**config.mk**
```make
export PLATFORM = sky130hd
export DESIGN_NAME = flag_offset_programmer
export DESIGN_NICKNAME = d
export VERILOG_FILES = /design/src/inc/fifo_ofs_pkg.sv /design/src/verilog/pin_sync.sv /design/src/verilog/flag_settle.sv /design/src/verilog/flag_offset_programmer.sv
export VERILOG_INCLUDE_DIRS = /design/src /design/src/inc
export SDC_FILE = /design/constraint.sdc
export NUM_CORES = 1
export LEC_CHECK = 0
export BUFFER_PORTS_ARGS = -buffer_cell sky130_fd_sc_hd__buf_2
export CAP_MARGIN = 20
export CORE_MARGIN = 2
export CORE_UTILIZATION = 55
export CTS_CLUSTER_DIAMETER = 40
export DETAILED_ROUTE_END_ITERATION = 8
export HOLD_SLACK_MARGIN = 0.02
export PLACE_DENSITY = 0.75
export SLEW_MARGIN = 20
export SYNTH_ARGS = -nofsm -noshare
export SYNTH_HDL_FRONTEND = slang
export SYNTH_HIERARCHICAL = 1
export SYNTH_SLANG_ARGS = --single-unit
```
**constraint.sdc**
```tcl
create_clock -name clk_i -period 5.05 [get_ports clk_i]
set_input_delay 0.505 -clock clk_i [delete_from_list [all_inputs] [get_ports clk_i]]
set_output_delay 0.505 -clock clk_i [all_outputs]
set_load 0.03 [all_outputs]
```
**src/inc/fifo_ofs_map.svh**
```systemverilog
`ifndef FIFO_OFS_MAP_SVH
`define FIFO_OFS_MAP_SVH

// Register byte offsets on the Wishbone slave
`define ADDR_CFG 4'h0
`define ADDR_STAT 4'h4
`define ADDR_EMPTY_OFS 4'h8
`define ADDR_FULL_OFS 4'hC

// Configuration register fields and reset value
`define CFG_IN18_BIT 0
`define CFG_OUT18_BIT 1
`define CFG_VARIANT_LO 2
`define CFG_RESET 4'h0

// Offset register width and the value loaded by master reset
`define OFS_W 17
`define EMPTY_OFS_RESET 17'h0007F
`define FULL_OFS_RESET 17'h0007F

// Serial offset width of the smallest variant outside byte-to-byte mode
`define SER_BASE_BITS 5'h0D

// Bits per offset part on a byte bus
`define BYTE_PART_BITS 8

// Flag settling: rising edges of the counting clock after completion
`define SETTLE_EDGES 2'h2

`endif

```
**src/inc/fifo_ofs_pkg.sv**
```systemverilog
package fifo_ofs_pkg;
  `include "fifo_ofs_map.svh"

  typedef logic [`OFS_W-1:0] offset_t;
  typedef logic [2:0] ptr_t;
  typedef logic [17:0] word_t;
  typedef enum logic [1:0] {ST_VALID, ST_WAIT, ST_INVALID} settle_t;

  // Writes or reads per offset register for a given bus width
  function automatic logic [1:0] parts_per_reg(input logic bus18, input logic deep9);
    parts_per_reg = bus18 ? 2'h1 : (deep9 ? 2'h3 : 2'h2);
  endfunction : parts_per_reg

  // Offset pointer step; wraps after the last full-offset part
  function automatic ptr_t ptr_next(input ptr_t ptr, input logic [1:0] parts);
    ptr_t last;
    last = ptr_t'({parts, 1'b0}) - 3'h1;
    ptr_next = (ptr == last) ? 3'h0 : ptr + 3'h1;
  endfunction : ptr_next

  // Offset width in bits for the current bus combination and depth variant
  function automatic logic [4:0] ofs_bits(input logic x9x9, input logic [1:0] variant);
    ofs_bits = `SER_BASE_BITS + {3'h0, variant} + {4'h0, x9x9};
  endfunction : ofs_bits

  // Merge one bus word into an offset register
  function automatic offset_t ofs_merge(input offset_t old, input word_t d, input logic [1:0] part,
                                        input logic bus18);
    logic [23:0] t;
    t = {7'h00, old};
    t[part*`BYTE_PART_BITS +: `BYTE_PART_BITS] = d[7:0];
    ofs_merge = bus18 ? d[`OFS_W-1:0] : t[`OFS_W-1:0];
  endfunction : ofs_merge

  // Slice of an offset register presented on the data outputs
  function automatic word_t ofs_slice(input offset_t val, input logic [1:0] part, input logic bus18);
    logic [23:0] t;
    t = {7'h00, val};
    ofs_slice = bus18 ? {1'b0, val} : {10'h000, t[part*`BYTE_PART_BITS +: `BYTE_PART_BITS]};
  endfunction : ofs_slice
endpackage : fifo_ofs_pkg

```
**src/verilog/pin_sync.sv**
```systemverilog
`timescale 1ns/1ns
// Two-stage synchroniser for pins, plus a third stage used only for edge detection
module pin_sync #(
  parameter int W = 27
) (
  input wire logic clk_i,
  input wire logic rst_i,
  input wire logic ce_i,
  input wire logic [W-1:0] pin_i,
  output logic [W-1:0] level_o,
  output logic [W-1:0] rise_o
);
  logic [W-1:0] meta_reg;
  logic [W-1:0] sync_reg;
  logic [W-1:0] prev_reg;

  // The first stage feeds only the second, so metastability never reaches logic
  always_ff @(posedge clk_i) begin
    if (rst_i) begin
      meta_reg <= '0;
      sync_reg <= '0;
      prev_reg <= '0;
    end else if (ce_i) begin
      meta_reg <= pin_i;
      sync_reg <= meta_reg;
      prev_reg <= sync_reg;
    end
  end

  // Level and rising edge from the settled stages
  assign level_o = sync_reg;
  assign rise_o = sync_reg & ~prev_reg;
endmodule : pin_sync

```
**src/verilog/flag_settle.sv**
```systemverilog
`timescale 1ns/1ns
`include "fifo_ofs_map.svh"
// Tracks whether one programmable flag may be trusted
module flag_settle (
  input wire logic clk_i,
  input wire logic rst_i,
  input wire logic ce_i,
  input wire logic home_i,
  input wire logic clear_i,
  input wire logic done_i,
  input wire logic edge_i,
  output logic valid_o
);
  import fifo_ofs_pkg::*;

  settle_t state_reg;
  logic [1:0] cnt_reg;
  logic valid_reg;

  // Completion wins over invalidation; edges count only after the completing one
  always_ff @(posedge clk_i) begin
    if (rst_i || (ce_i && home_i)) begin
      state_reg <= ST_VALID;
      cnt_reg <= 2'h0;
      valid_reg <= 1'b1;
    end else if (ce_i) begin
      case (state_reg)
        ST_VALID, ST_INVALID: begin
          if (done_i) begin
            state_reg <= ST_WAIT;
            cnt_reg <= 2'h0;
            valid_reg <= 1'b0;
          end else if (clear_i) begin
            state_reg <= ST_INVALID;
            valid_reg <= 1'b0;
          end
        end
        ST_WAIT: begin
          if (done_i) begin
            cnt_reg <= 2'h0;
          end else if (clear_i) begin
            state_reg <= ST_INVALID;
          end else if (edge_i) begin
            if (cnt_reg == `SETTLE_EDGES - 2'h1) begin
              state_reg <= ST_VALID;
              valid_reg <= 1'b1;
            end
            cnt_reg <= cnt_reg + 2'h1;
          end
        end
        default: begin
          state_reg <= ST_INVALID;
          valid_reg <= 1'b0;
        end
      endcase
    end
  end

  assign valid_o = valid_reg;
endmodule : flag_settle

```
**src/verilog/flag_offset_programmer.sv**
```systemverilog
`timescale 1ns/1ns
// How it works
// - Offset-load and serial-enable low: one serial bit per write-clock edge, empty LSB first.
// - Byte-to-byte buses: serial load is 28, 30, 32 or 34 bits by depth.
// - Other bus combinations: serial load is two bits shorter, 26 to 32.
// - Serial mode loads no single register; flags invalid until all bits arrive.
// - Serial reprogramming may repeat any number of times with complete bit sets.
// - Offset-load low, serial-enable high: no serial shift happens.
// - Serial load pauses on either control high; memory writes allowed meanwhile; resumes in sequence.
// - Full flag valid two write edges after completion, empty flag two read edges.
// - No serial readback path for the offsets.
// - Parallel load takes two writes on 18 bits, four on bytes, six deepest byte-byte.
// - Separate independent write and read offset pointers; host avoids simultaneous access.
// - Master reset homes both pointers; partial reset leaves them alone.
// - Offset-load high redirects writes to memory; low again resumes next part.
// - In parallel loading, each flag invalid until its own offset word completes.
// - Offset-load and read-enable low: each read edge presents the next offset part.
// - Readback takes two reads on 18 bits, four on bytes, six deepest byte-byte.
// - Readback pauses on either control high and resumes where it stopped.
// - An offset read replaces whatever memory word was on the data outputs.
// - Offset readback works in both fall-through and standard timing.
// - Serial or parallel loading is latched only at master reset.
// - Offset readback is allowed whichever loading method was chosen.
`include "fifo_ofs_map.svh"
module flag_offset_programmer (
  input wire logic clk_i,
  input wire logic rst_i,
  input wire logic ce_i,
  input wire logic write_clock_i,
  input wire logic read_clock_i,
  input wire logic master_reset_n_i,
  input wire logic offset_load_n_i,
  input wire logic serial_shift_enable_n_i,
  input wire logic write_enable_n_i,
  input wire logic read_enable_n_i,
  input wire logic serial_in_i,
  input wire logic serial_select_i,
  input wire fifo_ofs_pkg::word_t data_inputs_i,
  input wire fifo_ofs_pkg::word_t mem_read_data_i,
  input wire logic fall_through_timing_i,
  output fifo_ofs_pkg::word_t data_outputs_o,
  output logic almost_empty_valid_o,
  output logic almost_full_valid_o,
  output logic mem_write_o,
  output logic mem_read_o,
  input wire logic [3:0] adr_i,
  input wire logic [31:0] dat_i,
  input wire logic [3:0] sel_i,
  input wire logic we_i,
  input wire logic cyc_i,
  input wire logic stb_i,
  output logic [31:0] dat_o,
  output logic ack_o
);
  import fifo_ofs_pkg::*;

  // Synchronised pin levels and clock-pin edges
  logic [26:0] pin_level;
  logic [26:0] pin_rise;
  logic w_rise;
  logic r_rise;
  logic mrst;
  logic ld_n;
  logic sen_n;
  logic wen_n;
  logic ren_n;
  logic si;
  logic ser_sel;
  word_t din;

  // State
  logic [3:0] cfg_reg;
  logic serial_mode_reg;
  offset_t empty_reg;
  offset_t full_reg;
  ptr_t wp_reg;
  ptr_t rp_reg;
  logic [5:0] ser_idx_reg;
  word_t dout_reg;
  logic mem_write_reg;
  logic mem_read_reg;
  logic ack_reg;
  logic [31:0] dat_reg;

  // Decode wires
  logic in18;
  logic out18;
  logic [1:0] variant;
  logic x9x9;
  logic deep9;
  logic [1:0] w_parts;
  logic [1:0] r_parts;
  logic [4:0] ofs_w;
  logic ser_shift;
  logic ser_first;
  logic ser_last;
  logic ser_in_full;
  logic [4:0] ser_bit;
  logic par_write;
  logic wp_in_full;
  logic [1:0] wp_part;
  logic wp_first;
  logic wp_last;
  logic ofs_read;
  logic rp_in_full;
  logic [1:0] rp_part;
  word_t rd_word;
  offset_t wr_target;
  offset_t wr_merged;
  logic mem_wr;
  logic mem_rd;
  logic e_clear;
  logic e_done;
  logic f_clear;
  logic f_done;
  logic empty_valid;
  logic full_valid;
  logic wb_take;
  logic cfg_write;
  logic [31:0] stat_word;
  logic [31:0] rd_mux;

  // Every pin, strobes and data alike, passes the same two flip-flops
  pin_sync #(
    .W(27)
  ) u_pins (
    .clk_i(clk_i),
    .rst_i(rst_i),
    .ce_i(ce_i),
    .pin_i({write_clock_i, read_clock_i, master_reset_n_i, offset_load_n_i, serial_shift_enable_n_i,
            write_enable_n_i, read_enable_n_i, serial_in_i, serial_select_i, data_inputs_i}),
    .level_o(pin_level),
    .rise_o(pin_rise)
  );

  assign w_rise = pin_rise[26];
  assign r_rise = pin_rise[25];
  assign mrst = ~pin_level[24];
  assign ld_n = pin_level[23];
  assign sen_n = pin_level[22];
  assign wen_n = pin_level[21];
  assign ren_n = pin_level[20];
  assign si = pin_level[19];
  assign ser_sel = pin_level[18];
  assign din = pin_level[17:0];

  // Bus configuration and derived sizes
  assign in18 = cfg_reg[`CFG_IN18_BIT];
  assign out18 = cfg_reg[`CFG_OUT18_BIT];
  assign variant = cfg_reg[`CFG_VARIANT_LO +: 2];
  assign x9x9 = ~in18 & ~out18;
  assign deep9 = x9x9 & (variant == 2'h3);
  assign w_parts = parts_per_reg(in18, deep9);
  assign r_parts = parts_per_reg(out18, deep9);
  assign ofs_w = ofs_bits(x9x9, variant);

  // Serial shift path; a high serial enable halts it, so a pause resumes in sequence
  assign ser_shift = w_rise & ~ld_n & ~sen_n & serial_mode_reg & ~mrst;
  assign ser_first = ser_shift & (ser_idx_reg == 6'h00);
  assign ser_last = ser_idx_reg == ({1'b0, ofs_w} << 1) - 6'h01;
  assign ser_in_full = ser_idx_reg >= {1'b0, ofs_w};
  assign ser_bit = ser_in_full ? 5'(ser_idx_reg - {1'b0, ofs_w}) : ser_idx_reg[4:0];

  // Parallel write path, only in parallel mode
  assign par_write = w_rise & ~ld_n & ~wen_n & ~serial_mode_reg & ~mrst;
  assign wp_in_full = wp_reg >= {1'b0, w_parts};
  assign wp_part = wp_in_full ? 2'(wp_reg - {1'b0, w_parts}) : wp_reg[1:0];
  assign wp_first = wp_part == 2'h0;
  assign wp_last = wp_part == w_parts - 2'h1;
  assign wr_target = wp_in_full ? full_reg : empty_reg;
  assign wr_merged = ofs_merge(wr_target, din, wp_part, in18);

  // Parallel readback path, open in either loading method and either timing
  assign ofs_read = r_rise & ~ld_n & ~ren_n & ~mrst;
  assign rp_in_full = rp_reg >= {1'b0, r_parts};
  assign rp_part = rp_in_full ? 2'(rp_reg - {1'b0, r_parts}) : rp_reg[1:0];
  assign rd_word = ofs_slice(rp_in_full ? full_reg : empty_reg, rp_part, out18);

  // Memory strokes only while offset-load is high
  assign mem_wr = w_rise & ld_n & ~wen_n & ~mrst;
  assign mem_rd = r_rise & ld_n & ~ren_n & ~mrst;

  // Flag validity events: serial start or empty-word start voids both flags, full-word start only the full flag; each returns only with its own word
  assign e_clear = ser_first | (par_write & ~wp_in_full & wp_first);
  assign f_clear = ser_first | (par_write & wp_first);
  assign e_done = (ser_shift & ser_last) | (par_write & ~wp_in_full & wp_last);
  assign f_done = (ser_shift & ser_last) | (par_write & wp_in_full & wp_last);

  // Almost-empty settles on read-clock edges
  flag_settle u_empty (
    .clk_i(clk_i),
    .rst_i(rst_i),
    .ce_i(ce_i),
    .home_i(mrst),
    .clear_i(e_clear),
    .done_i(e_done),
    .edge_i(r_rise),
    .valid_o(empty_valid)
  );

  // Almost-full settles on write-clock edges
  flag_settle u_full (
    .clk_i(clk_i),
    .rst_i(rst_i),
    .ce_i(ce_i),
    .home_i(mrst),
    .clear_i(f_clear),
    .done_i(f_done),
    .edge_i(w_rise),
    .valid_o(full_valid)
  );

  // Loading method is caught only while master reset is held
  always_ff @(posedge clk_i) begin
    if (rst_i) begin
      serial_mode_reg <= 1'b0;
    end else if (ce_i && mrst) begin
      serial_mode_reg <= ser_sel;
    end
  end

  // Offset registers; serial bits land one at a time, the set only counts when whole
  always_ff @(posedge clk_i) begin
    if (rst_i || (ce_i && mrst)) begin
      empty_reg <= `EMPTY_OFS_RESET;
      full_reg <= `FULL_OFS_RESET;
    end else if (ce_i && ser_shift && !ser_in_full) begin
      empty_reg[ser_bit] <= si;
    end else if (ce_i && ser_shift) begin
      full_reg[ser_bit] <= si;
    end else if (ce_i && par_write && !wp_in_full) begin
      empty_reg <= wr_merged;
    end else if (ce_i && par_write) begin
      full_reg <= wr_merged;
    end
  end

  // Serial bit counter wraps so a fresh full set can follow at any time
  always_ff @(posedge clk_i) begin
    if (rst_i || (ce_i && mrst)) begin
      ser_idx_reg <= 6'h00;
    end else if (ce_i && ser_shift) begin
      ser_idx_reg <= ser_last ? 6'h00 : ser_idx_reg + 6'h01;
    end
  end

  // Independent pointers; partial reset has no say here
  always_ff @(posedge clk_i) begin
    if (rst_i || (ce_i && mrst)) begin
      wp_reg <= 3'h0;
      rp_reg <= 3'h0;
    end else if (ce_i) begin
      if (par_write) begin
        wp_reg <= ptr_next(wp_reg, w_parts);
      end
      if (ofs_read) begin
        rp_reg <= ptr_next(rp_reg, r_parts);
      end
    end
  end

  // Data outputs: an offset read overwrites the held memory word
  always_ff @(posedge clk_i) begin
    if (rst_i) begin
      dout_reg <= 18'h00000;
    end else if (ce_i && ofs_read) begin
      dout_reg <= rd_word;
    end else if (ce_i && mem_rd) begin
      dout_reg <= mem_read_data_i;
    end
  end

  // Memory pointer strokes, one clock wide
  always_ff @(posedge clk_i) begin
    if (rst_i) begin
      mem_write_reg <= 1'b0;
      mem_read_reg <= 1'b0;
    end else if (ce_i) begin
      mem_write_reg <= mem_wr;
      mem_read_reg <= mem_rd;
    end
  end

  // Wishbone decode; unmapped addresses answer with zero and ignore writes
  // A write lands at the edge that sees ack high, while the master still holds the request
  assign wb_take = cyc_i & stb_i & ~ack_reg;
  assign cfg_write = cyc_i & stb_i & ack_reg & we_i & sel_i[0] & (adr_i == `ADDR_CFG);
  assign stat_word = {13'h0000, empty_valid, full_valid, serial_mode_reg, fall_through_timing_i, 1'b0,
                      ser_idx_reg, 1'b0, rp_reg, 1'b0, wp_reg};
  assign rd_mux = (adr_i == `ADDR_CFG) ? {28'h0000000, cfg_reg} :
                  (adr_i == `ADDR_STAT) ? stat_word :
                  (adr_i == `ADDR_EMPTY_OFS) ? {15'h0000, empty_reg} :
                  (adr_i == `ADDR_FULL_OFS) ? {15'h0000, full_reg} : 32'h00000000;

  // One-wait-state slave: ack one clock after the request, low the clock after
  always_ff @(posedge clk_i) begin
    if (rst_i) begin
      ack_reg <= 1'b0;
      dat_reg <= 32'h00000000;
      cfg_reg <= `CFG_RESET;
    end else if (ce_i) begin
      ack_reg <= wb_take;
      dat_reg <= wb_take ? rd_mux : 32'h00000000;
      if (cfg_write) begin
        cfg_reg <= dat_i[3:0];
      end
    end
  end

  assign data_outputs_o = dout_reg;
  assign almost_empty_valid_o = empty_valid;
  assign almost_full_valid_o = full_valid;
  assign mem_write_o = mem_write_reg;
  assign mem_read_o = mem_read_reg;
  assign dat_o = dat_reg;
  assign ack_o = ack_reg;
endmodule : flag_offset_programmer

```
## After elaboration in Yosys (flattened, before gate mapping)

Index checks and enable logic that the tools add are counted.

- $add $sub $neg: 15
- Order comparisons: 5
- Eq/ne operators: 36
- Shift operators: 3
- Muxes and demuxes: 69
- Bitwise gates (word level): 49
- Reductions and logical operators: 34

Operator list:

| cell | count |
|---|---|
| $mux W17 | 12 |
| $mux W19 | 3 |
| $mux W2 | 24 |
| $mux W18 | 2 |
| $bwmux W17 | 2 |
| $neg A5 Y34 | 1 |
| $shift A8 B34 Y24 const A | 1 |
| $shiftx A8 B34 Y24 | 1 |
| $and A1 B1 Y1 | 32 |
| $and A27 B27 Y27 | 1 |
| $not A27 Y27 | 1 |
| $bwmux W24 | 1 |
| $ne A3 B3 Y1 const B | 8 |
| $shiftx A24 B6 Y8 | 1 |
| $ne A2 B2 Y1 const B | 10 |
| $reduce_and A5 Y1 | 4 |
| $pmux W2 S2 | 4 |
| $mux W1 | 14 |
| $reduce_and A6 Y1 | 2 |
| $not A1 Y1 | 11 |
| $reduce_bool A2 Y1 | 5 |
| $eq A2 B1 Y1 const B | 4 |
| $eq A4 B4 Y1 const B | 2 |
| $logic_and A1 B1 Y1 | 8 |
| other kinds (35) | 57 |

- Register bits: 195
- Bits of input ports: 92
- Output and inout bits: 55
- Logic and storage cells: 232

## Logic depth before layout (Yosys ltp)

Gate-level depths: netlist (run 1).

- Word-level depth: 14
- Gate-level depth with buffers: 18
- Mapped depth without buffers: 16

## Cells and area by module

The synthesis (run 1) kept the hierarchy.

By module, submodules not included:

| module | times used | cells an instance | area an instance (um^2) | sequential area each (um^2) |
|---|---|---|---|---|
| flag_offset_programmer | 1 | 892 | 6,930.4 | 1,821.7 |
| pin_sync | 1 | 288 | 3,071.7 | 1,621.6 |
| flag_settle | 2 | 34 | 292.8 | 100.1 |

## Worst setup path after synthesis (run 1)

Ideal clock, no wire load.

- Path kind: reg2reg
- Start point: register cfg_reg[1]
- End point: register empty_reg[2]
- Setup time: 0.120 ns
- Arrival time: 3.411 ns
- Data required time: 4.930 ns
- Setup slack: 1.519 ns
- Cell stages (with the launch flop): 18
- Path buffers: 2
- Clock period less this slack: 3.531 ns
- Path through: dfxtp_1 -> clkbuf_1 -> nor2_1 -> and3_1 -> clkbuf_1 -> or2_2 -> ha_1 -> nand2_1 -> nand2_1 -> o221a_2 -> ha_1 -> and2_1 -> and3_1 -> a221o_2 -> a2bb2oi_1 -> nand2_1 -> a21oi_1 -> a2bb2oi_1

- Longest elaborated chain between the ends: 14
- Elaborated cells on any way between the ends: 34
- Those cells by class: add/sub (4); order compare (4); eq/ne (1); shift (2); mux (13); bitwise (3); reduce/logical (7)

RTL lines:

| what | RTL line | text |
|---|---|---|
| start, declared | flag_offset_programmer.sv:72 | `logic [3:0] cfg_reg;` |
| start signal, assigned | flag_offset_programmer.sv:300 | `` cfg_reg <= `CFG_RESET; `` |
| start signal, assigned | flag_offset_programmer.sv:305 | `cfg_reg <= dat_i[3:0];` |
| $not A1 Y1 (*) | flag_offset_programmer.sv:151 | `assign x9x9 = ~in18 & ~out18;` |
| $and A1 B1 Y1 (*) | flag_offset_programmer.sv:151 |  |
| $and A1 B1 Y1 | flag_offset_programmer.sv:152 | `assign deep9 = x9x9 & (variant == 2'h3);` |
| $mux W1 | fifo_ofs_pkg.sv:11 | `parts_per_reg = bus18 ? 2'h1 : (deep9 ? 2'h3 : 2'h2);` |
| $mux W2 | fifo_ofs_pkg.sv:11 |  |
| $ge A3 B2 Y1 / $sub A2 B2 Y2 (equally long branches) | flag_offset_programmer.sv:166, flag_offset_programmer.sv:167 |  |
| $mux W2 | flag_offset_programmer.sv:167 | `assign wp_part = wp_in_full ? 2'(wp_reg - {1'b0, w_parts}) : wp_reg[1:0];` |
| $neg A5 Y34 | fifo_ofs_pkg.sv:31 | `` t[part*`BYTE_PART_BITS +: `BYTE_PART_BITS] = d[7:0]; `` |
| $shiftx A8 B34 Y24 / $shift A8 B34 Y24 (equally long branches) | fifo_ofs_pkg.sv:31 |  |
| $bwmux W24 | fifo_ofs_pkg.sv:31 |  |
| $mux W17 | fifo_ofs_pkg.sv:32 | `` ofs_merge = bus18 ? d[`OFS_W-1:0] : t[`OFS_W-1:0]; `` |
| $mux W17 | flag_offset_programmer.sv:231 | `end else if (ce_i && par_write && !wp_in_full) begin` |
| $mux W17 | flag_offset_programmer.sv:229 | `end else if (ce_i && ser_shift) begin` |
| $mux W17 | flag_offset_programmer.sv:227 | `end else if (ce_i && ser_shift && !ser_in_full) begin` |
| end signal, assigned | flag_offset_programmer.sv:225 | `` empty_reg <= `EMPTY_OFS_RESET; `` |
| end signal, assigned by index | flag_offset_programmer.sv:228 | `empty_reg[ser_bit] <= si;` |
| end signal, assigned | flag_offset_programmer.sv:232 | `empty_reg <= wr_merged;` |
| end, declared | flag_offset_programmer.sv:74 | `offset_t empty_reg;` |

Mark *: on every way between the ends. The rest lies on a longest branch, timed or not. The select of a mux whose other input is x is not followed.
A chain may end at the register's enable or synchronous reset.

## Worst setup path after layout (run 1)

- Start point: register cfg_reg[0]
- End point: register empty_reg[2]

- Longest elaborated chain between the ends: 14
- Elaborated cells on any way between the ends: 34
- Those cells by class: add/sub (4); order compare (4); eq/ne (1); shift (2); mux (13); bitwise (3); reduce/logical (7)

RTL lines:

| what | RTL line |
|---|---|
| $not A1 Y1 | flag_offset_programmer.sv:151 |
| $and A1 B1 Y1 | flag_offset_programmer.sv:151 |
| $and A1 B1 Y1 | flag_offset_programmer.sv:152 |
| $mux W1 | fifo_ofs_pkg.sv:11 |
| $mux W2 | fifo_ofs_pkg.sv:11 |
| $ge A3 B2 Y1 / $sub A2 B2 Y2 (equally long branches) | flag_offset_programmer.sv:166, flag_offset_programmer.sv:167 |
| $mux W2 | flag_offset_programmer.sv:167 |
| $neg A5 Y34 | fifo_ofs_pkg.sv:31 |
| $shiftx A8 B34 Y24 / $shift A8 B34 Y24 (equally long branches) | fifo_ofs_pkg.sv:31 |
| $bwmux W24 | fifo_ofs_pkg.sv:31 |
| $mux W17 | fifo_ofs_pkg.sv:32 |
| $mux W17 | flag_offset_programmer.sv:231 |
| $mux W17 | flag_offset_programmer.sv:229 |
| $mux W17 | flag_offset_programmer.sv:227 |

Parallel ways exist; a longest one is shown, timed or not. The select of a mux whose other input is x is not followed.

==> results of run 1 <==
==> power by group <==
part,switching [mW],leakage (nW),internal [mW]
Sequential,0.0165,1.26,1.24
Clock,0.541,0.296,0.806
Combinational,0.0993,2.73,0.0564
Total,0.656,4.28,2.11
==> metrics by stage <==
step	utilization [%]	power (mW)	instance area (um^2)	hold WS (ns)	worst slack [ns]
final	61.6	2.76	10500	0.305	1.04
after global routing	61.6	2.84	10500	0.311	0.740
after CTS	61.6	2.77	10500	0.300	1.04
after detailed placement	58.0	1.44	9930	0.448	1.09
after global placement	58.0	1.44	9930	0.438	1.15
after floorplan	-	1.40	9550	0.451	1.52
==> critical path: cells and delay by family, from the launching register on <==
family | cells | cell delay, ns
fa+ha+maj | 3 | 1.19
simple gates | 3 | 0.85
buf+inv | 3 | 0.31
mux | 1 | 0.24
compound gates | 4 | 1.00
flops | 1 | 0.32
==> cell usage in the layout (no fill, tap or decap), drive strengths merged, types with 7 or more instances in the layout <==
| master | n |
|---|---|
| nand4 | 12 |
| ha | 20 |
| a21o | 17 |
| nor3 | 31 |
| o2bb2ai | 10 |
| buf | 120 |
| o31ai | 14 |
| nand2b | 15 |
| a31oi | 16 |
| xnor2 | 10 |
| nor4 | 9 |
| inv | 26 |
| nor2 | 140 |
| o211ai | 19 |
| conb | 13 |
| nor2b | 13 |
| a311oi | 8 |
| a211oi | 14 |
| nand2 | 109 |
| o21a | 10 |
| a21oi | 69 |
| clkbuf | 19 |
| a22oi | 9 |
| mux2i | 87 |
| mux4 | 7 |
| dfxtp | 155 |
| and3 | 8 |
| nand3 | 40 |
| o21ai | 66 |
| a221oi | 10 |
| or2 | 7 |
==> routing by layer <==
metal	vias to the layer above	global-route usage [%]
li1	4267	-
met4	0	12.8
met2	488	46.1
met5	-	0
met3	75	6.55
met1	4267	43.4
==> area by class of cell <==
cell class	count	area [um^2]	area share [%]
timing repair buffer	120	653	6.19
tap	225	282	2.67
sequential	155	3100	29.4
inverter	25	93.8	0.890
clock buffer	19	453	4.29
clock inverter	13	166	1.58
multi-input combinational	878	5800	55.0
==> final timing paths <==
path / slack [ns] / to / cells after the start / startpoint
setup / recovery: 1.04 / empty_reg[2]$_SDFFE_PP1P_ / 14 / cfg_reg[0]$_SDFFE_PP0P_
hold reg to reg: 0.46 / data_outputs_o[17]$_SDFFE_PP0P_ / 2 / data_outputs_o[17]$_SDFFE_PP0P_
setup reg to reg: 1.04 / empty_reg[2]$_SDFFE_PP1P_ / 14 / cfg_reg[0]$_SDFFE_PP0P_
hold / removal: 0.31 / u_pins/meta_reg[23]$_SDFFE_PP0P_ / 3 / offset_load_n_i
==> flow_results.xml, run 1 <==
<?xml version="1.0" encoding="UTF-8"?>
<metrics>
  <group name="worst_hold_path">
    <metric name="min_path_type" unit="">in -&gt; reg</metric>
  </group>
  <group name="run">
    <metric name="maxCapViolations" unit="">0</metric>
  </group>
  <group name="cts">
    <metric name="htree_num_levels" unit="">4</metric>
    <metric name="cts_inserted_buffers" unit="">17</metric>
    <metric name="clockRootBuffer" unit="">sky130_fd_sc_hd__clkbuf_16</metric>
    <metric name="ctsLongestPathBuffers" unit="">2</metric>
    <metric name="clock_sink_count" unit="">155</metric>
    <metric name="cts.repair_timing.setup_buffer_count" unit="">0</metric>
    <metric name="postCtsHoldBufs" unit="">0</metric>
    <metric name="ctsResizeCount" unit="">0</metric>
    <metric name="cts_tree" unit="">done</metric>
    <metric name="clock_edge_transition_at_the_registers_on_the_reported_setup_and_hold_paths" unit="ns">0.06</metric>
    <metric name="insertion_delay" unit="ns">0.43</metric>
  </group>
  <group name="timing">
    <metric name="grt_setup_unrepaired" unit="">no</metric>
    <metric name="timing.final.hold_violations" unit="">0</metric>
    <metric name="setup_violations" unit="">0</metric>
    <metric name="worst_clock_skew" unit="ns">0.00648</metric>
    <metric name="setup_total_negative_slack" unit="ns">0</metric>
    <metric name="max-slew-margin-rel" unit="%">30.4</metric>
    <metric name="layout_min_cycle_time" unit="ns">4.01</metric>
    <metric name="timing.final.crit_share" unit="%">79.4</metric>
    <metric name="worst-slew-pin-transition" unit="ns">1.04</metric>
    <metric name="max_freq" unit="GHz">0.250</metric>
    <metric name="report.final.slew_viol_count" unit="">0</metric>
  </group>
  <group name="route">
    <metric name="m1WireLength" unit="um">12300</metric>
    <metric name="dr_wl_met2" unit="um">11900</metric>
    <metric name="dr.max_layer_used" unit="">met4</metric>
    <metric name="vias_after_detailed_routing" unit="">9097</metric>
    <metric name="route.met3.wl" unit="um">2790</metric>
    <metric name="drt.antenna.violating_nets" unit="">0</metric>
    <metric name="vias_per_cell" unit="">6.34</metric>
    <metric name="finalWirelength" unit="um">28100</metric>
    <metric name="drt_pass1_iterations" unit="">6</metric>
    <metric name="count_of_unresolved_drc_violations_after_routing" unit="">0</metric>
    <metric name="detail_route.iter0.violations" unit="">1327</metric>
    <metric name="wire_per_inst" unit="um">19.6</metric>
  </group>
  <group name="placement">
    <metric name="detailedPlacementHpwl" unit="um">19800</metric>
    <metric name="port_buffers" unit="">101</metric>
    <metric name="placedCellCount" unit="">1403</metric>
    <metric name="gp_congestion" unit="">1.00</metric>
  </group>
  <group name="floorplan">
    <metric name="initial_utilization" unit="%">55.5</metric>
    <metric name="chipWidth" unit="um">135</metric>
    <metric name="floorplan.core_area" unit="um^2">17100</metric>
    <metric name="placementRows" unit="">48</metric>
    <metric name="design.die.area" unit="um^2">18300</metric>
    <metric name="floorplan.die.height" unit="um">135</metric>
    <metric name="count_of_boundary_i_o_pins" unit="">147</metric>
  </group>
  <group name="synth">
    <metric name="synthesis.area" unit="um^2">9500</metric>
    <metric name="synth_warnings" unit="">6</metric>
    <metric name="synth_cells" unit="">1140</metric>
    <metric name="avgSynthCellArea" unit="um^2">8.33</metric>
  </group>
  <group name="critical_path">
    <metric name="worst-endpoint-arrival" unit="ns">4.33</metric>
    <metric name="timing.critical_path.required" unit="ns">5.37</metric>
    <metric name="path_cells" unit="">nor2_1 &gt; inv_1 &gt; ha_1 &gt; inv_1 &gt; ha_1 &gt; fa_1 &gt; or4b_1 &gt; nand4_1 &gt; mux2i_2 &gt; buf_4 &gt; o22ai_1 &gt; a2bb2oi_2 &gt; a31oi_1 &gt; a2bb2oi_1</metric>
    <metric name="crit_path_top_delay_cell" unit="">sky130_fd_sc_hd__fa_1</metric>
    <metric name="critPathCaptureType" unit="">flop</metric>
    <metric name="critPathMaxStageDelay" unit="ns">0.60</metric>
    <metric name="worstSetupPathType" unit="">reg -&gt; reg</metric>
    <metric name="worstPathMaxFanout" unit="">14</metric>
    <metric name="setup.worst_path.start_class" unit="">flop</metric>
  </group>
  <group name="finish">
    <metric name="design.final.nets" unit="">1310</metric>
    <metric name="filler_cell_count" unit="">1532</metric>
    <metric name="layout_cells_sized_above_1" unit="%">16.9</metric>
    <metric name="number_of_antenna_repair_diodes" unit="">0</metric>
    <metric name="area.growth.synth_to_final" unit="%">11.0</metric>
    <metric name="post_layout_nonfiller_instances" unit="">1435</metric>
  </group>
  <group name="grt">
    <metric name="grt_pass1_wl" unit="um">44400</metric>
    <metric name="groute.usage.overall" unit="%">30.9</metric>
    <metric name="overflow" unit="">0</metric>
    <metric name="largest_net_degree_at_the_start_of_global_routing" unit="">106</metric>
    <metric name="grt_antenna_before_repair" unit="">0</metric>
    <metric name="first_global_vias" unit="">8295</metric>
  </group>
  <group name="pwr">
    <metric name="power_leakage" unit="nW">4.28</metric>
    <metric name="max-vdd-ir-drop" unit="mV">0.244</metric>
    <metric name="power-per-cell-area" unit="nW/um^2">262</metric>
  </group>
  <group name="status">
    <metric name="run_status" unit="">finished clean</metric>
  </group>
</metrics>
(Power assumes the default switching activity.)
==> run 2: changes to the inputs <==
--- a/config.mk
+++ b/config.mk
@@ -6,10 +6,11 @@
 export SDC_FILE = /design/constraint.sdc
 export NUM_CORES = 1
 export LEC_CHECK = 0
+export ABC_AREA = 1
 export BUFFER_PORTS_ARGS = -buffer_cell sky130_fd_sc_hd__buf_2
 export CAP_MARGIN = 20
 export CORE_MARGIN = 2
-export CORE_UTILIZATION = 55
+export CORE_UTILIZATION = 53
 export CTS_CLUSTER_DIAMETER = 40
 export DETAILED_ROUTE_END_ITERATION = 8
 export HOLD_SLACK_MARGIN = 0.02
==> constraint.sdc (replaced) <==
create_clock -name clk_i -period 3.6 [get_ports clk_i]
set_input_delay 0.36 -clock clk_i [delete_from_list [all_inputs] [get_ports clk_i]]
set_output_delay 0.36 -clock clk_i [all_outputs]
set_load 0.03 [all_outputs]
==> flow_results.xml, run 2 <==
<?xml version="1.0" encoding="UTF-8"?>
<metrics>
  <group name="cts">
    <metric name="ctsLongestPathBuffers" unit="">2</metric>
    <metric name="htree_num_levels" unit="">4</metric>
    <metric name="postCtsHoldBufs" unit="">0</metric>
    <metric name="insertion_delay" unit="ns">0.43</metric>
    <metric name="cts.repair_timing.setup_buffer_count" unit="">0</metric>
    <metric name="ctsResizeCount" unit="">0</metric>
    <metric name="cts_inserted_buffers" unit="">17</metric>
    <metric name="clockRootBuffer" unit="">sky130_fd_sc_hd__clkbuf_16</metric>
    <metric name="clock_sink_count" unit="">155</metric>
    <metric name="clock_edge_transition_at_the_registers_on_the_reported_setup_and_hold_paths" unit="ns">0.06</metric>
    <metric name="cts_tree" unit="">done</metric>
  </group>
  <group name="grt">
    <metric name="grt_pass1_wl" unit="um">43900</metric>
    <metric name="grt_antenna_before_repair" unit="">0</metric>
    <metric name="first_global_vias" unit="">8827</metric>
    <metric name="largest_net_degree_at_the_start_of_global_routing" unit="">93</metric>
    <metric name="overflow" unit="">0</metric>
    <metric name="groute.usage.overall" unit="%">27.8</metric>
  </group>
  <group name="synth">
    <metric name="synth_warnings" unit="">6</metric>
    <metric name="avgSynthCellArea" unit="um^2">6.17</metric>
    <metric name="synthesis.area" unit="um^2">9550</metric>
    <metric name="synth_cells" unit="">1547</metric>
  </group>
  <group name="floorplan">
    <metric name="placementRows" unit="">49</metric>
    <metric name="floorplan.core_area" unit="um^2">17800</metric>
    <metric name="initial_utilization" unit="%">53.5</metric>
    <metric name="floorplan.die.height" unit="um">138</metric>
    <metric name="chipWidth" unit="um">138</metric>
    <metric name="design.die.area" unit="um^2">19100</metric>
    <metric name="count_of_boundary_i_o_pins" unit="">147</metric>
  </group>
  <group name="status">
    <metric name="run_status" unit="">finished clean</metric>
  </group>
  <group name="timing">
    <metric name="worst-slew-pin-transition" unit="ns">0.962</metric>
    <metric name="max-slew-margin-rel" unit="%">35.8</metric>
    <metric name="timing.final.crit_share" unit="%">93.1</metric>
    <metric name="setup_violations" unit="">0</metric>
    <metric name="worst_clock_skew" unit="ns">0.00851</metric>
    <metric name="setup_total_negative_slack" unit="ns">0</metric>
    <metric name="layout_min_cycle_time" unit="ns">3.35</metric>
    <metric name="layout_setup_ws" unit="ns">0.248</metric>
    <metric name="timing.final.hold_violations" unit="">0</metric>
    <metric name="grt_setup_unrepaired" unit="">no</metric>
    <metric name="max_freq" unit="GHz">0.298</metric>
    <metric name="report.final.slew_viol_count" unit="">0</metric>
  </group>
  <group name="route">
    <metric name="drt_pass1_iterations" unit="">9</metric>
    <metric name="finalWirelength" unit="um">27100</metric>
    <metric name="detail_route.iter0.violations" unit="">1011</metric>
    <metric name="drt.antenna.violating_nets" unit="">0</metric>
    <metric name="vias_per_cell" unit="">5.39</metric>
    <metric name="count_of_unresolved_drc_violations_after_routing" unit="">0</metric>
    <metric name="vias_after_detailed_routing" unit="">10100</metric>
    <metric name="wire_per_inst" unit="um">14.5</metric>
  </group>
  <group name="placement">
    <metric name="detailedPlace.worstSlack" unit="ns">0.144</metric>
    <metric name="detailedPlacementHpwl" unit="um">19500</metric>
    <metric name="gp_congestion" unit="">0.952</metric>
    <metric name="port_buffers" unit="">101</metric>
  </group>
  <group name="finish">
    <metric name="number_of_antenna_repair_diodes" unit="">0</metric>
    <metric name="layout.core_utilization" unit="%">60.6</metric>
    <metric name="area.growth.synth_to_final" unit="%">13.3</metric>
    <metric name="layout_common_cells" unit="">sky130_fd_sc_hd__nand2_1, sky130_fd_sc_hd__nor2_1, sky130_fd_sc_hd__inv_1</metric>
    <metric name="layout_cells_sized_above_1" unit="%">13.4</metric>
    <metric name="layout.cells.most_common" unit="">sky130_fd_sc_hd__nand2_1</metric>
    <metric name="design.final.nets" unit="">1737</metric>
  </group>
  <group name="critical_path">
    <metric name="worst-endpoint-arrival" unit="ns">3.66</metric>
    <metric name="reg2reg_depth" unit="">18</metric>
    <metric name="crit_start" unit="">cfg_reg[1]$_SDFFE_PP0P_</metric>
    <metric name="r2r_end" unit="">empty_reg[4]$_SDFFE_PP1P_</metric>
    <metric name="worstSetupEndpoint" unit="">empty_reg[4]$_SDFFE_PP1P_</metric>
    <metric name="timing.critical_path.required" unit="ns">3.90</metric>
    <metric name="worstSetupPathType" unit="">reg -&gt; reg</metric>
    <metric name="r2r_slack" unit="ns">0.25</metric>
    <metric name="setup.worst_path.start_class" unit="">flop</metric>
    <metric name="worstPathMaxFanout" unit="">9</metric>
    <metric name="crit-reg2reg-launch" unit="">cfg_reg[1]$_SDFFE_PP0P_</metric>
    <metric name="critPathCaptureType" unit="">flop</metric>
  </group>
  <group name="pwr">
    <metric name="post-layout-total-power" unit="mW">3.89</metric>
    <metric name="max-vdd-ir-drop" unit="mV">0.312</metric>
    <metric name="power-per-cell-area" unit="nW/um^2">359</metric>
    <metric name="power_leakage" unit="nW">5.08</metric>
  </group>
  <group name="worst_hold_path">
    <metric name="holdPathStages" unit="">3</metric>
    <metric name="min_path_type" unit="">in -&gt; reg</metric>
  </group>
  <group name="run">
    <metric name="maxCapViolations" unit="">0</metric>
  </group>
</metrics>
[run 2: stage by stage]
step,hold WS (ns),instances,area [um^2]
finish,0.177,1866,10800
global route,0.206,1866,10800
CTS,0.166,1866,10700
detailed placement,0.452,1834,10200
global placement,0.450,1834,10200
floorplan,0.437,1559,9590
[run 2: layout make-up]
cell class	instances	area (um^2)
flip-flops and latches	155	3100
clock inverters	14	138
multi-input cells	1146	5440
fillers	1729	7020
well taps	229	287
repair buffers	134	768
clock buffers	18	439
inverters	170	638
[run 2: per-layer routing]
metal  part of all wire, %  up-vias  track usage [%]
met5                     0        -                0
met4                   2.7        0             10.2
met3                   7.8       61             5.23
met2                    44      419             43.2
met1                    45     4484             38.6
li1                      -     5089                -
[run 2: how the worst min path moves through the flow]
| stage | start | endpoint |
|---|---|---|
| floorplan | u_empty/cnt_reg[1]$_SDFFE_PP0P_ | u_empty/cnt_reg[1]$_SDFFE_PP0P_ |
| global placement | dat_o[4]$_SDFFE_PP0P_ | dat_o[4]$_SDFFE_PP0P_ |
| detailed placement | dat_o[18]$_SDFFE_PP0P_ | dat_o[18]$_SDFFE_PP0P_ |
| CTS | mem_read_data_i[17] | data_outputs_o[17]$_SDFFE_PP0P_ |
| global route | mem_read_data_i[12] | data_outputs_o[12]$_SDFFE_PP0P_ |
| finish | mem_read_data_i[17] | data_outputs_o[17]$_SDFFE_PP0P_ |
[run 2: power by group]
group | total, mW | internal (mW) | leakage, nW | switching [mW]
Clock | 1.77 | 0.986 | 0.277 | 0.787
Combinational | 0.319 | 0.101 | 3.54 | 0.218
Sequential | 1.80 | 1.76 | 1.26 | 0.0333
Total | 3.89 | 2.85 | 5.08 | 1.04
[run 2: worst max-delay path, cell delays in order, from the launching register on]
cell	delay, ns
sky130_fd_sc_hd__dfxtp_1	0.31
sky130_fd_sc_hd__inv_1	0.08
sky130_fd_sc_hd__buf_4	0.14
sky130_fd_sc_hd__nand2_1	0.06
sky130_fd_sc_hd__ha_1	0.34
sky130_fd_sc_hd__inv_1	0.10
sky130_fd_sc_hd__ha_1	0.21
sky130_fd_sc_hd__fa_1	0.43
sky130_fd_sc_hd__inv_1	0.10
sky130_fd_sc_hd__nand4_1	0.15
sky130_fd_sc_hd__nand3_4	0.17
sky130_fd_sc_hd__buf_4	0.16
sky130_fd_sc_hd__nand2_1	0.06
sky130_fd_sc_hd__nand2_2	0.11
sky130_fd_sc_hd__nand3_2	0.19
sky130_fd_sc_hd__nor2_1	0.23
sky130_fd_sc_hd__nor2_1	0.10
sky130_fd_sc_hd__o21ai_0	0.20
sky130_fd_sc_hd__nand3_1	0.09
==> run 3: changes to the inputs <==
--- a/config.mk
+++ b/config.mk
@@ -6,7 +6,6 @@
 export SDC_FILE = /design/constraint.sdc
 export NUM_CORES = 1
 export LEC_CHECK = 0
-export ABC_AREA = 1
 export BUFFER_PORTS_ARGS = -buffer_cell sky130_fd_sc_hd__buf_2
 export CAP_MARGIN = 20
 export CORE_MARGIN = 2
==> flow_results.xml, run 3 (synthesis gave the netlist of run 1 again) <==
<?xml version="1.0" encoding="UTF-8"?>
<metrics>
  <group name="status">
    <metric name="run_status" unit="">finished clean</metric>
  </group>
  <group name="cts">
    <metric name="clock_sink_count" unit="">155</metric>
    <metric name="clockRootBuffer" unit="">sky130_fd_sc_hd__clkbuf_16</metric>
    <metric name="clock_edge_transition_at_the_registers_on_the_reported_setup_and_hold_paths" unit="ns">0.07</metric>
    <metric name="ctsLongestPathBuffers" unit="">2</metric>
    <metric name="cts_tree" unit="">done</metric>
    <metric name="htree_num_levels" unit="">4</metric>
    <metric name="insertion_delay" unit="ns">0.43</metric>
    <metric name="cts_inserted_buffers" unit="">17</metric>
  </group>
  <group name="pwr">
    <metric name="clk_pwr_share" unit="%">46.9</metric>
    <metric name="power.switching_fraction" unit="%">24.3</metric>
    <metric name="power-per-cell-area" unit="nW/um^2">345</metric>
    <metric name="p_switching" unit="mW">0.913</metric>
    <metric name="power_leakage" unit="nW">4.48</metric>
    <metric name="power.share.sequential" unit="%">47.2</metric>
    <metric name="max-vdd-ir-drop" unit="mV">0.449</metric>
    <metric name="combinationalPowerShare" unit="%">5.9</metric>
    <metric name="intPower" unit="mW">2.84</metric>
  </group>
  <group name="route">
    <metric name="detail_route.iter0.violations" unit="">1064</metric>
    <metric name="vias_after_detailed_routing" unit="">9308</metric>
    <metric name="drt_pass1_iterations" unit="">5</metric>
    <metric name="vias_per_cell" unit="">6.31</metric>
    <metric name="wire_per_inst" unit="um">19.6</metric>
    <metric name="count_of_unresolved_drc_violations_after_routing" unit="">0</metric>
    <metric name="drt.antenna.violating_nets" unit="">0</metric>
    <metric name="finalWirelength" unit="um">29000</metric>
  </group>
  <group name="floorplan">
    <metric name="placementRows" unit="">48</metric>
    <metric name="count_of_boundary_i_o_pins" unit="">147</metric>
    <metric name="initial_utilization" unit="%">54.5</metric>
    <metric name="floorplan.die.height" unit="um">138</metric>
    <metric name="design.die.area" unit="um^2">19000</metric>
    <metric name="floorplan.core_area" unit="um^2">17400</metric>
    <metric name="chipWidth" unit="um">138</metric>
  </group>
  <group name="timing">
    <metric name="timing.final.crit_share" unit="%">97.0</metric>
    <metric name="worst-slew-pin-transition" unit="ns">0.965</metric>
    <metric name="max-slew-margin-rel" unit="%">35.4</metric>
    <metric name="report.final.slew_viol_count" unit="">0</metric>
    <metric name="layout_setup_ws" unit="ns">0.110</metric>
    <metric name="layout_min_cycle_time" unit="ns">3.49</metric>
    <metric name="max_freq" unit="GHz">0.286</metric>
    <metric name="setup_total_negative_slack" unit="ns">0</metric>
    <metric name="worst_clock_skew" unit="ns">0.00997</metric>
    <metric name="timing.final.hold_violations" unit="">0</metric>
    <metric name="setup_violations" unit="">0</metric>
  </group>
  <group name="finish">
    <metric name="finished_layout_cell_area" unit="um^2">10900</metric>
    <metric name="layout_cells_sized_above_1" unit="%">20.3</metric>
    <metric name="design.final.nets" unit="">1350</metric>
    <metric name="area.growth.synth_to_final" unit="%">14.5</metric>
    <metric name="filler_cell_count" unit="">1514</metric>
    <metric name="post_layout_nonfiller_instances" unit="">1474</metric>
    <metric name="number_of_antenna_repair_diodes" unit="">0</metric>
    <metric name="layout_common_cells" unit="">sky130_fd_sc_hd__dfxtp_1, sky130_fd_sc_hd__nor2_1, sky130_fd_sc_hd__nand2_1</metric>
    <metric name="layout.cells.most_common" unit="">sky130_fd_sc_hd__dfxtp_1</metric>
  </group>
  <group name="grt">
    <metric name="groute.usage.overall" unit="%">30.7</metric>
    <metric name="overflow" unit="">0</metric>
    <metric name="largest_net_degree_at_the_start_of_global_routing" unit="">63</metric>
    <metric name="grt_pass1_wl" unit="um">45000</metric>
    <metric name="first_global_vias" unit="">8464</metric>
    <metric name="grt_antenna_before_repair" unit="">0</metric>
  </group>
  <group name="critical_path">
    <metric name="setup.worst_path.start_class" unit="">flop</metric>
    <metric name="critPathTopFamily" unit="">simple AND/OR/NAND/NOR gates</metric>
    <metric name="critPathCaptureType" unit="">flop</metric>
    <metric name="timing.critical_path.required" unit="ns">3.90</metric>
    <metric name="worstSetupPathType" unit="">reg -&gt; reg</metric>
    <metric name="crit_path_top_delay_cell" unit="">sky130_fd_sc_hd__a221o_2</metric>
    <metric name="critPathMaxStageDelay" unit="ns">0.46</metric>
    <metric name="worst-endpoint-arrival" unit="ns">3.79</metric>
    <metric name="path_cells" unit="">nor2_1 &gt; and3_2 &gt; or2_2 &gt; ha_4 &gt; nand2_1 &gt; nand2_1 &gt; o221a_4 &gt; inv_1 &gt; ha_2 &gt; and2_1 &gt; and3_1 &gt; a221o_2 &gt; nand2_1 &gt; o21ai_0 &gt; o211ai_1 &gt; mux2i_1</metric>
    <metric name="r2r_slack" unit="ns">0.11</metric>
    <metric name="critical_path_buf_inv_count" unit="">1</metric>
    <metric name="cpMostUsedCell" unit="">sky130_fd_sc_hd__nand2_1</metric>
    <metric name="worstPathMaxFanout" unit="">8</metric>
  </group>
  <group name="placement">
    <metric name="gp_congestion" unit="">1.04</metric>
    <metric name="port_buffers" unit="">101</metric>
    <metric name="detailedPlace.worstSlack" unit="ns">0.0449</metric>
    <metric name="placed_cell_area" unit="um^2">10200</metric>
    <metric name="placedCellCount" unit="">1441</metric>
    <metric name="detailedPlacementHpwl" unit="um">20800</metric>
  </group>
  <group name="worst_hold_path">
    <metric name="min_path_type" unit="">in -&gt; reg</metric>
  </group>
  <group name="run">
    <metric name="maxCapViolations" unit="">0</metric>
  </group>
</metrics>
==> run 3: cell count changes in the layout (fill, tap and decap cells not counted), sizes merged, moves of 17 or more <==
cell / before / now
nand2: 461 / 109
inv: 174 / 27
nor2: 242 / 140
mux2i: 0 / 87
nand3: 99 / 40
a21oi: 106 / 69
o21ai: 96 / 66
buf: 134 / 160
nor3: 12 / 31
a21o: 0 / 17
==> run 3: layout make-up <==
cell class	instances	area, um^2	area share (%)
clock inverters	11	113	1.03
flip-flops and latches	155	3100	28.5
clock buffers	20	467	4.29
inverters	25	93.8	0.862
multi-input cells	878	5860	53.8
well taps	225	282	2.59
repair buffers	160	966	8.88
==> run 3: final timing paths <==
| kind | cells past startpoint | from | end |
|---|---|---|---|
| min reg2reg | 2 | data_outputs_o[17]$_SDFFE_PP0P_ | data_outputs_o[17]$_SDFFE_PP0P_ |
| max reg2reg | 16 | cfg_reg[0]$_SDFFE_PP0P_ | empty_reg[7]$_SDFFE_PP0P_ |
| min | 3 | write_clock_i | u_pins/meta_reg[26]$_SDFFE_PP0P_ |
| max | 16 | cfg_reg[0]$_SDFFE_PP0P_ | empty_reg[7]$_SDFFE_PP0P_ |
==> run 3: worst register-to-register path, delay by kind of cell (launching register included) <==
| family | cells | cell delay (ns) |
|---|---|---|
| buf+inv | 1 | 0.08 |
| fa+ha+maj | 2 | 0.52 |
| compound gates | 4 | 1.08 |
| flops | 1 | 0.33 |
| mux | 1 | 0.12 |
| simple gates | 8 | 1.25 |
==> run 3: stage by stage <==
step	power, mW	hold slack, ns	utilization, %
2_1_floorplan	1.97	0.451	-
3_3_place_gp	2.02	0.436	58.7
3_5_place_dp	2.02	0.447	58.7
4_1_cts	3.77	0.158	62.0
5_1_grt	3.87	0.177	62.5
6_report	3.75	0.160	62.5
==> run 3: layer usage <==
metal  vias to the layer above  track usage [%]  part of all wire, %
met2                       537             46.8                   42
met5                         -                0                    0
met4                         0             13.3                  4.1
met3                        93             6.91                   11
met1                      4340             41.6                   43
li1                       4338                -                    -
==> run 3: power by group through the flow <==
stage                     Clock (mW)  Combinational [mW]  Sequential (mW)
after global placement             0               0.214             1.81
after detailed placement           0               0.218             1.81
after global routing            1.86               0.243             1.77
after floorplan                    0               0.170             1.80
after CTS                       1.78               0.220             1.77
final                           1.76               0.221             1.77
==> run 3: what timing repair did <==
action / CTS / global route
gates resized for setup: 0 / 13
setup buffers: 0 / 2
hold buffers: 0 / 0
endpoints found under the setup margin: 0 / 33
